[src/include/exec_map.svh]
// Encodings, field positions and reset values for the three-instruction execute block
`ifndef EXEC_MAP_SVH
`define EXEC_MAP_SVH

// ----------------------------------------------------------------------------
// Instruction word fields
// ----------------------------------------------------------------------------
`define IW_W            12
`define OPC7_HI         11
`define OPC7_LO         6
`define DEST_BIT        5
`define FADDR_HI        4
`define FADDR_LO        0
`define LIT_HI          7
`define LIT_LO          0
`define TRISTATE_LOAD_OP_OPC_HI     11
`define TRISTATE_LOAD_OP_OPC_LO     3
`define TRISTATE_LOAD_OP_SEL_HI     2
`define TRISTATE_LOAD_OP_SEL_LO     0
`define XOR_OPC_HI      11
`define XOR_OPC_LO      8

// ----------------------------------------------------------------------------
// Opcode patterns
// ----------------------------------------------------------------------------
`define SWAP_OPC        6'hE
`define TRISTATE_LOAD_OP_OPC        9'h000
`define TRISTATE_LOAD_OP_GP_SEL     3'h6
`define XOR_OPC         4'hF

// ----------------------------------------------------------------------------
// Nibble positions and reset values
// ----------------------------------------------------------------------------
`define NIB_HI_HI       7
`define NIB_HI_LO       4
`define NIB_LO_HI       3
`define NIB_LO_LO       0
`define ACC_RST         8'h00
`define DIR_RST         8'hFF
`define ZERO_BYTE       8'h00

`endif

[src/include/exec_pkg.sv]
// Types shared by the execute block files
package exec_pkg;
    // Write request toward the register file
    typedef struct packed {
        logic       en;
        logic [4:0] addr;
        logic [7:0] data;
    } file_wr_s;

    // Operation chosen by the decoder
    typedef enum logic [1:0] {
        OP_NONE,
        OP_SWAP,
        OP_TRISTATE_LOAD_OP,
        OP_XOR
    } op_e;
endpackage

[src/exec_decode.sv]
// Decoder that classifies an instruction word into one of the three operations, or none
`timescale 1ns/1ps
`default_nettype none
`include "exec_map.svh"
module exec_decode
    import exec_pkg::*;
(
    input  wire logic [11:0] instr,      // Instruction word
    output var  op_e         op          // Selected operation
);
    // ------------------------------------------------------------------------
    // Opcode match
    // ------------------------------------------------------------------------
    // Pure combinational decode; tristate_load_op accepts only the port direction selector
    always_comb begin
        op = OP_NONE;
        if (instr[`OPC7_HI:`OPC7_LO] == `SWAP_OPC) begin
            op = OP_SWAP;
        end else if (instr[`TRISTATE_LOAD_OP_OPC_HI:`TRISTATE_LOAD_OP_OPC_LO] == `TRISTATE_LOAD_OP_OPC &&
                     instr[`TRISTATE_LOAD_OP_SEL_HI:`TRISTATE_LOAD_OP_SEL_LO] == `TRISTATE_LOAD_OP_GP_SEL) begin
            op = OP_TRISTATE_LOAD_OP;
        end else if (instr[`XOR_OPC_HI:`XOR_OPC_LO] == `XOR_OPC) begin
            op = OP_XOR;
        end
    end
endmodule // exec_decode
`default_nettype wire

[src/nibble_swap_tristate_load_op_xor_exec.sv]
// Execute stage for nibble swap, tristate load and xor literal operations
// ----------------------------------------------------------------------------
// ----------------------------------------------------------------------------
`timescale 1ns/1ps
`default_nettype none
`include "exec_map.svh"
module nibble_swap_tristate_load_op_xor_exec
    import exec_pkg::*;
(
    input  wire logic        ref_clk,    // Core clock
    input  wire logic        arst_n,     // Asynchronous reset, active low
    input  wire logic        cycle_en,   // One-cycle instruction cycle enable
    input  wire logic        instr_vld,  // Instruction word is valid this cycle
    input  wire logic [11:0] instr,      // Instruction word from decode
    input  wire logic [7:0]  file_rdata, // Contents of the addressed file register
    input  wire logic        zero_in,    // Zero flag as held by the status register
    output logic      [4:0]  file_raddr, // File register read address
    output file_wr_s         file_wr,    // File register write request
    output logic      [7:0]  acc_q,      // Working accumulator
    output logic      [7:0]  port_dir_q, // Port direction register
    output logic             zero_q,     // Zero flag
    output logic             zero_we     // Zero flag written this cycle
);
    // ------------------------------------------------------------------------
    // Decode
    // ------------------------------------------------------------------------
    op_e        op;                      // Decoded operation
    logic       fire;                    // Instruction executes this cycle
    logic [7:0] swapped;                 // Nibble-exchanged file value
    logic [7:0] xor_res;                 // Accumulator xor literal
    logic       dest_file;               // Destination bit of the swap

    exec_decode u_dec (
        .instr (instr),
        .op    (op)
    );

    // Read address is combinational so the file value arrives in the same cycle
    // A word only counts when the instruction-cycle enable and valid meet
    assign fire       = cycle_en && instr_vld;
    assign file_raddr = instr[`FADDR_HI:`FADDR_LO];
    assign dest_file  = instr[`DEST_BIT];
    assign swapped    = {file_rdata[`NIB_LO_HI:`NIB_LO_LO],
                         file_rdata[`NIB_HI_HI:`NIB_HI_LO]};
    assign xor_res    = acc_q ^ instr[`LIT_HI:`LIT_LO];

    // ------------------------------------------------------------------------
    // Accumulator
    // ------------------------------------------------------------------------
    // Updated at the enable edge so the next instruction sees the result
    // Tristate load reads the old value, so back-to-back words stay consistent
    always_ff @(posedge ref_clk or negedge arst_n) begin
        if (!arst_n) begin
            acc_q <= `ACC_RST;
        end else if (fire) begin
            if (op == OP_SWAP && !dest_file) begin
                acc_q <= swapped;
            end else if (op == OP_XOR) begin
                acc_q <= xor_res;
            end
        end
    end

    // ------------------------------------------------------------------------
    // File register write-back
    // ------------------------------------------------------------------------
    // Registered request; register file commits it one clock later
    // Address and data lanes follow every word; only the enable marks a write
    // Trade-off: fewer enables on the lanes at the cost of some toggling
    always_ff @(posedge ref_clk or negedge arst_n) begin
        if (!arst_n) begin
            file_wr <= '0;
        end else begin
            file_wr.en   <= fire && op == OP_SWAP && dest_file;
            file_wr.addr <= instr[`FADDR_HI:`FADDR_LO];
            file_wr.data <= swapped;
        end
    end

    // ------------------------------------------------------------------------
    // Port direction register
    // ------------------------------------------------------------------------
    // Reset to all inputs, the safe state for pins
    // Only the selector six word reaches this register; others are ignored
    always_ff @(posedge ref_clk or negedge arst_n) begin
        if (!arst_n) begin
            port_dir_q <= `DIR_RST;
        end else if (fire && op == OP_TRISTATE_LOAD_OP) begin
            port_dir_q <= acc_q;
        end
    end

    // ------------------------------------------------------------------------
    // Zero flag
    // ------------------------------------------------------------------------
    // Only xor touches the flag; others keep the status register value
    // Limitation: the status owner must commit the flag only on zero_we,
    // since zero_q merely mirrors the incoming flag on other cycles
    always_ff @(posedge ref_clk or negedge arst_n) begin
        if (!arst_n) begin
            zero_q  <= 1'b0;
            zero_we <= 1'b0;
        end else begin
            zero_we <= fire && op == OP_XOR;
            if (fire && op == OP_XOR) begin
                zero_q <= (xor_res == `ZERO_BYTE);
            end else begin
                zero_q <= zero_in;
            end
        end
    end

    // ------------------------------------------------------------------------
    // Checks
    // ------------------------------------------------------------------------
    a_swap_to_acc: assert property (@(posedge ref_clk) disable iff (!arst_n)
        fire && op == OP_SWAP && !dest_file |=> acc_q == {$past(file_rdata[3:0]), $past(file_rdata[7:4])})
        else $error("swap to accumulator wrong");
    a_swap_to_file: assert property (@(posedge ref_clk) disable iff (!arst_n)
        fire && op == OP_SWAP && dest_file |=> file_wr.en && file_wr.data == {$past(file_rdata[3:0]),
        $past(file_rdata[7:4])} && $stable(acc_q))
        else $error("swap to file wrong");
    a_tristate_load_op_sel_only: assert property (@(posedge ref_clk) disable iff (!arst_n)
        fire && instr[11:3] == 9'h000 && instr[2:0] != 3'h6 |=> $stable(port_dir_q))
        else $error("tristate_load_op accepted bad selector");
    a_tristate_load_op_load: assert property (@(posedge ref_clk) disable iff (!arst_n)
        fire && op == OP_TRISTATE_LOAD_OP |=> port_dir_q == $past(acc_q) && !zero_we && $stable(acc_q))
        else $error("tristate_load_op load wrong");
    a_xor_result: assert property (@(posedge ref_clk) disable iff (!arst_n)
        fire && op == OP_XOR |=> acc_q == ($past(acc_q) ^ $past(instr[7:0])))
        else $error("xor result wrong");
    a_xor_zero: assert property (@(posedge ref_clk) disable iff (!arst_n)
        fire && op == OP_XOR |=> zero_we && zero_q == (acc_q == 8'h00))
        else $error("zero flag wrong");
    a_swap_no_flag: assert property (@(posedge ref_clk) disable iff (!arst_n)
        fire && op == OP_SWAP |=> !zero_we)
        else $error("swap touched flag");
    a_idle_hold: assert property (@(posedge ref_clk) disable iff (!arst_n)
        !fire |=> $stable(acc_q) && $stable(port_dir_q) && !file_wr.en && !zero_we)
        else $error("state moved without instruction");

    // ------------------------------------------------------------------------
    // Further checks on side effects
    // ------------------------------------------------------------------------

    // Swap to file must target the register that was read
    // A wrong address would corrupt an unrelated file register
    a_swap_file_addr: assert property (@(posedge ref_clk) disable iff (!arst_n)
        fire && op == OP_SWAP && dest_file |=> file_wr.addr == $past(instr[`FADDR_HI:`FADDR_LO]))
        else $error("swap write address wrong");

    // Swap to accumulator must not also write the file
    // Double writes would hide a destination decode fault
    a_swap_acc_nowr: assert property (@(posedge ref_clk) disable iff (!arst_n)
        fire && op == OP_SWAP && !dest_file |=> !file_wr.en)
        else $error("swap to accumulator wrote file");

    // Swap never moves the port direction register
    // Pins must not change direction as a side effect
    a_swap_keep_dir: assert property (@(posedge ref_clk) disable iff (!arst_n)
        fire && op == OP_SWAP |=> $stable(port_dir_q))
        else $error("swap moved port direction");

    // Decoder flags tristate load only for selector six
    // Checked on the decode itself, not only on its effect
    a_tristate_load_op_decode: assert property (@(posedge ref_clk) disable iff (!arst_n)
        op == OP_TRISTATE_LOAD_OP |-> instr[`TRISTATE_LOAD_OP_SEL_HI:`TRISTATE_LOAD_OP_SEL_LO] == `TRISTATE_LOAD_OP_GP_SEL)
        else $error("tristate_load_op decoded for bad selector");

    // Tristate load writes no file register
    // The accumulator copy goes to the direction register only
    a_tristate_load_op_no_wr: assert property (@(posedge ref_clk) disable iff (!arst_n)
        fire && op == OP_TRISTATE_LOAD_OP |=> !file_wr.en)
        else $error("tristate_load_op wrote file");

    // Tristate load passes the status zero flag through unchanged
    // The flag must read as it did before the word
    a_tristate_load_op_zero_pass: assert property (@(posedge ref_clk) disable iff (!arst_n)
        fire && op == OP_TRISTATE_LOAD_OP |=> zero_q == $past(zero_in))
        else $error("tristate_load_op changed zero flag");

    // Decoder flags xor only for the all-ones top nibble
    // Guards against a literal being taken from another opcode
    a_xor_decode: assert property (@(posedge ref_clk) disable iff (!arst_n)
        op == OP_XOR |-> instr[`XOR_OPC_HI:`XOR_OPC_LO] == `XOR_OPC)
        else $error("xor decoded for bad opcode");

    // Xor result goes to the accumulator only
    // No file write and no direction change may follow it
    a_xor_no_wr: assert property (@(posedge ref_clk) disable iff (!arst_n)
        fire && op == OP_XOR |=> !file_wr.en && $stable(port_dir_q))
        else $error("xor wrote outside accumulator");

    // Swap passes the status zero flag through unchanged
    // Flag owner sees no write pulse and the old value
    a_swap_zero_pass: assert property (@(posedge ref_clk) disable iff (!arst_n)
        fire && op == OP_SWAP |=> zero_q == $past(zero_in))
        else $error("swap changed zero flag");

    // A zero write pulse only ever follows an executed xor
    // Stray pulses would clobber the status register
    a_zero_we_src: assert property (@(posedge ref_clk) disable iff (!arst_n)
        zero_we |-> $past(fire) && $past(op) == OP_XOR)
        else $error("zero write without xor");

    // A file write only ever follows an executed swap to file
    // Results land in the cycle straight after the word
    a_file_we_src: assert property (@(posedge ref_clk) disable iff (!arst_n)
        file_wr.en |-> $past(fire) && $past(op) == OP_SWAP && $past(dest_file))
        else $error("file write without swap");

    // Unknown words executed leave every result untouched
    // Other opcodes belong to logic outside this block
    a_none_no_effect: assert property (@(posedge ref_clk) disable iff (!arst_n)
        fire && op == OP_NONE |=> $stable(acc_q) && $stable(port_dir_q) && !file_wr.en && !zero_we)
        else $error("unknown word changed state");
endmodule // nibble_swap_tristate_load_op_xor_exec
`default_nettype wire

[config.mk]
export PLATFORM = sky130hd
export DESIGN_NAME = nibble_swap_tristate_load_op_xor_exec
export DESIGN_NICKNAME = d
export VERILOG_FILES = /design/src/include/exec_pkg.sv /design/src/exec_decode.sv /design/src/nibble_swap_tristate_load_op_xor_exec.sv
export VERILOG_INCLUDE_DIRS = /design/src /design/src/include
export SDC_FILE = /design/constraint.sdc
export NUM_CORES = 1
export LEC_CHECK = 0
export BUFFER_PORTS_ARGS = -buffer_cell sky130_fd_sc_hd__buf_2
export CORE_MARGIN = 5
export CORE_UTILIZATION = 35
export DETAILED_ROUTE_END_ITERATION = 7
export GPL_ROUTABILITY_DRIVEN = 1
export SETUP_SLACK_MARGIN = 0.15
export SKIP_LAST_GASP = 1
export SLEW_MARGIN = 25
export SYNTH_ARGS = -nofsm -noshare
export SYNTH_HDL_FRONTEND = slang
export SYNTH_SLANG_ARGS = --single-unit
[constraint.sdc]
create_clock -name ref_clk -period 1.55 [get_ports ref_clk]
set_input_delay 0.0775 -clock ref_clk [delete_from_list [all_inputs] [get_ports ref_clk]]
set_output_delay 0.0775 -clock ref_clk [all_outputs]
set_load 0.05 [all_outputs]
# [After elaboration in Yosys (flattened, before gate mapping)]
# Cells that the tools add are included.
[totals] input_bits=25 output_inout_bits=37 ff_bits=32
[op_classes] n_reduce_logical=12 bitwise_logic=1 n_eq_ne=6 n_mux=6
[op_table] cell="8-bit two-way mux" n=2
[op_table] cell="9-bit zero test" n=1
[op_table] cell="8-bit zero test" n=1
[op_table] cell="8-bit bitwise XOR" n=1
[op_table] cell="1-bit logical AND" n=7
[op_table] cell="6-bit by 4-bit equality test with 1-bit output, second input constant" n=1
[op_table] cell="2-bit two-way mux" n=3
[op_table] cell="2-bit equality test, second input constant" n=2
[op_table] cell="4-bit equality test, second input constant" n=1
[op_table] cell="3-bit equality test, second input constant" n=1
[op_table] cell="2-bit by 1-bit equality test with 1-bit output, second input constant" n=1
[op_table] cell="2-bit AND reduction" n=1
[op_table] cell="2-bit nonzero test" n=1
[op_table] cell="1-bit zero test" n=1
[op_table] cell="1-bit two-way mux" n=1

# [Longest topological paths before layout]
[logic_depth] word_depth=8 depth_mapped=6 mapped_depth_nobuf=4

# [Cells and area by module]
# A second synthesis with hierarchy kept.
[hier_totals] hier_cells=113 area_unflattened_um2=1455.1
[by_module_without_submodules] mod="nibble_swap_tristate_load_op_xor_exec" n_inst=1 area_per_inst_um2=1392.6 cells_each=103
[by_module_without_submodules] mod="exec_decode" n_inst=1 area_per_inst_um2=62.6 cells_each=10

# [Worst setup path after synthesis]
# No wires, ideal clock.
[synth_path] path_type="reg-to-reg" from="reg acc_q[5]" to="reg acc_q[5]" t_required_ns=1.463 path_stages_with_launch=4 n_path_buf=0 t_arrival_ns=1.199 setup_slack_ns=0.264 cell_sequence="dfrtp_1 -> nor2_1 -> mux2_4 -> a211oi_2"
[synth_between] elab_chain_cells=3
[synth_rtl] element="start, declared" line_no="nibble_swap_tristate_load_op_xor_exec.sv:19" rtl="output logic [7:0] acc_q,"
[synth_rtl] element="start signal, assigned" line_no="nibble_swap_tristate_load_op_xor_exec.sv:54" rtl="acc_q <= `ACC_RST;"
[synth_rtl] element="start signal, assigned" line_no="nibble_swap_tristate_load_op_xor_exec.sv:57" rtl="acc_q <= swapped;"
[synth_rtl] element="start signal, assigned" line_no="nibble_swap_tristate_load_op_xor_exec.sv:59" rtl="acc_q <= xor_res;"
[synth_rtl] element="8-bit bitwise XOR" line_no="nibble_swap_tristate_load_op_xor_exec.sv:45" rtl="assign xor_res = acc_q ^ instr[`LIT_HI:`LIT_LO];"
[synth_rtl] element="8-bit two-way mux" line_no="nibble_swap_tristate_load_op_xor_exec.sv:58" rtl="end else if (op == OP_XOR) begin"
[synth_rtl] element="8-bit two-way mux" line_no="nibble_swap_tristate_load_op_xor_exec.sv:56" rtl="if (op == OP_SWAP && !dest_file) begin"
# Every way passes these cells. The select of a mux whose other input is x is not followed.
# A chain may end at the register's enable or synchronous reset.

# [Final worst setup path]
[layout_path] from="reg port_dir_q[1]" to="out port_dir_q[1]"
[layout_lines] element="start, declared" line_no="nibble_swap_tristate_load_op_xor_exec.sv:20" rtl="output logic [7:0] port_dir_q,"
[layout_lines] element="start signal, assigned" line_no="nibble_swap_tristate_load_op_xor_exec.sv:87" rtl="port_dir_q <= `DIR_RST;"
[layout_lines] element="start signal, assigned" line_no="nibble_swap_tristate_load_op_xor_exec.sv:89" rtl="port_dir_q <= acc_q;"
# No word-level cell between the ends.

==> impl_metrics.py <==
metrics = {
    "status": {
        "status": "completed",
    },
    "synthesis": {
        "synthFlopType": "dfrtp_1",
        "synth.distinct_cells": 26,
        "syn-cell-area_sq_um": 1430,
        "synth_top_cell_area_share": 0.420,
        "yosysTopAreaCell": "dfrtp_1",
        "synth_seq_cells": 32,
        "yosys.cell_count.top_type": "dfrtp_1",
        "ys_async_sr_fraction": 1.00,
        "synthTopCellsByCount": "dfrtp_1 (24), nand2_1 (11)",
        "ys_seq_area_frac": 0.566,
        "ys_warn_count": 0,
        "synth_nets": 145,
        "synth-edff-count": 0,
        "syn_inst": 120,
        "synthTopCellsByArea": "dfrtp_1 (42%), dfstp_2 (15%), mux2_2 (6.3%), xnor2_1 (4.9%), a2bb2oi_1 (4.3%)",
        "synth.avg_cell_area_sq_um": 11.9,
    },
    "power": {
        "p_leak_nw": 0.957,
        "design_power_total_mw": 2.22,
        "power_density_nw_per_um2": 1120,
        "peakVddDrop_uv": 417,
    },
    "route": {
        "drtAntennaViolNets": 0,
        "drc_errors": 0,
        "avgViaCountPerCell": 4.91,
        "dr.pass1.iters": 4,
        "drt-total-wl_um": 3870,
        "drt-initial-drc-count": 61,
        "vias": 1214,
        "wire_per_inst_um": 15.7,
    },
    "critical_path": {
        "path_buf_inv": 1,
        "cp.arrival_ns": 1.08,
        "critPathMaxFanout": 2,
        "critPathSlowestCell": "dfstp_2",
        "reg2reg_slack_ns": 0.46,
        "worst-endpoint-required_ns": 1.47,
        "critical_path_class": "reg -> out",
        "path_cells": "buf_2",
        "cp-start-kind": "flip-flop",
        "crit_path_end_kind": "output pin",
        "path_delay_family": "flip-flops",
        "cp_slowest_stage_delay_ns": 0.54,
    },
    "finish": {
        "antenna_cells": 0,
        "multiInputGateArea_sq_um": 544,
        "drive_above_1_share": 0.472,
        "fill_cells": 394,
        "layout.area.seq_sq_um": 811,
        "nets": 221,
        "area.growth.synth_to_final_pct": 39.0,
    },
    "grt": {
        "grt_pass1_wl_um": 6030,
        "antenna_found_initial": 0,
        "grtUsageTotal": 0.151,
        "grt-ovfl-total": 0,
        "grt_pass1_vias": 1148,
        "grt_max_degree": 33,
    },
    "cts": {
        "clkTransAtPathRegs_ns": 0.06,
        "clockBufferDepth": 2,
        "numCtsBuffers": 5,
        "cts_tree": "done",
        "insertion_delay_ns": 0.28,
        "cts.sinks": 32,
        "cts_max_level": 2,
        "cts_root_buf": "clkbuf_8",
        "post_cts_buffers": 0,
    },
    "floorplanning": {
        "core_area_sq_um": 3970,
        "rows": 23,
        "dieArea_sq_um": 5470,
        "start_util": 0.360,
        "ios": 62,
        "fp.dieW_um": 74.0,
        "dieHeight_um": 74.0,
    },
    "sta": {
        "max-slew-margin-rel": 0.537,
        "clock_skew_ns": 0.00185,
        "fin_crit_ns": 1.16,
        "worst_pin_slew_ns": 0.695,
        "setup-tns-final_ns": 0,
        "rsz0062_at_grt": "false",
        "final-setup-viol-count": 0,
        "finalCritPeriodShare": 0.750,
        "finalHoldViolations": 0,
        "fmax_mhz": 861,
        "drv_slew": 0,
    },
    "placed_design": {
        "routabilityCongestion": 0.794,
        "portBuffers": 61,
        "hpwlAfterDp_um": 2800,
    },
    "job": {
        "drv_cap": 0,
    },
    "min_path": {
        "hold_class": "in -> reg",
    },
}
==> power breakdown <==
| part | internal, mW | switching [mW] | total [mW] |
|---|---|---|---|
| clock network | 0.362 | 0.299 | 0.661 |
| registers | 0.901 | 0.0726 | 0.974 |
| logic | 0.184 | 0.401 | 0.584 |
| total | 1.45 | 0.772 | 2.22 |
==> sequential cells by signal, indices dropped and copies added, names as in the netlist <==
name	count
file_wr	14
zero_q	1
acc_q	8
zero_we	1
port_dir_q	8
==> metrics by stage <==
| step | cells | cell area, sq um | utilization | hold WS (ns) | worst slack (ns) |
|---|---|---|---|---|---|
| 2_1_floorplan | 120 | 1430 | - | -0.218 | 0.264 |
| 3_3_place_gp | 224 | 1750 | 0.440 | 0.151 | 0.222 |
| 3_5_place_dp | 224 | 1750 | 0.440 | 0.166 | 0.178 |
| 4_1_cts | 247 | 1990 | 0.501 | 0.0685 | 0.381 |
| 5_1_grt | 247 | 1990 | 0.501 | 0.0744 | 0.318 |
| 6_report | 247 | 1990 | 0.501 | 0.0750 | 0.388 |
==> layout make-up <==
type / instances / share of cell area
sequential: 32 / 0.408
multi-input combinational: 77 / 0.274
timing repair buffer: 79 / 0.240
clock buffer: 8 / 0.0453
tap: 50 / 0.0314
inverter: 1 / 0.00189
==> worst reg2reg max path: cells and delay by family (launching register included) <==
kind                      cells  cell delay, ns
AOI/OAI and AO/OA             1            0.24
xor gates and xnor gates      1            0.19
DFF                           1            0.45
and+or+nand+nor               1            0.12
==> layer usage <==
layer	up-vias	track usage	wire length, um	share of wire
met4	0	0.0724	81	0.021
met5	-	0	0	0
li1	580	-	-	-
met2	43	0.233	1780	0.46
met3	6	0.0541	360	0.093
met1	585	0.188	1650	0.43
==> repair_timing <==
| action | in CTS | in global routing |
|---|---|---|
| endpoints found under the hold margin | 38 | 0 |
| hold buffers | 15 | 0 |
| gates resized for setup | 0 | 0 |
==> cells by family after synthesis <==
logic type             Yosys count  share of synthesized area
AO/OA/AOI/OAI                   24                      0.109
XOR/XNOR                         8                     0.0490
buffers and inverters           11                     0.0533
flip-flops                      32                      0.566
multiplexers                     9                     0.0734
AND/OR/NAND/NOR                 36                      0.149
==> cell usage in the layout, fill, tap and decap left out, types with 4 or more instances in the layout <==
cell type	netlist	final
buf_2	0	61
dfrtp_1	24	24
dlygate4sd3_1	0	15
nand2_1	11	11
xnor2_1	8	8
mux2_2	8	8
a21oi_1	8	8
dfstp_2	8	8
nand3_1	7	7
o21ai_0	7	7
a2bb2oi_1	7	7
clkbuf_8	0	6
nor2_1	4	4
==> final timing paths <==
| check | from | endpoint | depth (start not counted) |
|---|---|---|---|
| setup reg to reg | acc_q[5]$_DFFE_PN0P_ | zero_q$_DFF_PN0_ | 3 |
| min in group asynchronous | arst_n | file_wr[10]$_DFF_PN0_ | 2 |
| max in group asynchronous | arst_n | acc_q[7]$_DFFE_PN0P_ | 2 |
| hold / removal | instr[5] | file_wr[13]$_DFF_PN0_ | 3 |
| setup / recovery | port_dir_q[1]$_DFFE_PN1P_ | port_dir_q[1] | 1 |
| hold reg to reg | port_dir_q[7]$_DFFE_PN1P_ | port_dir_q[7]$_DFFE_PN1P_ | 1 |
(Power assumes the default switching activity.)
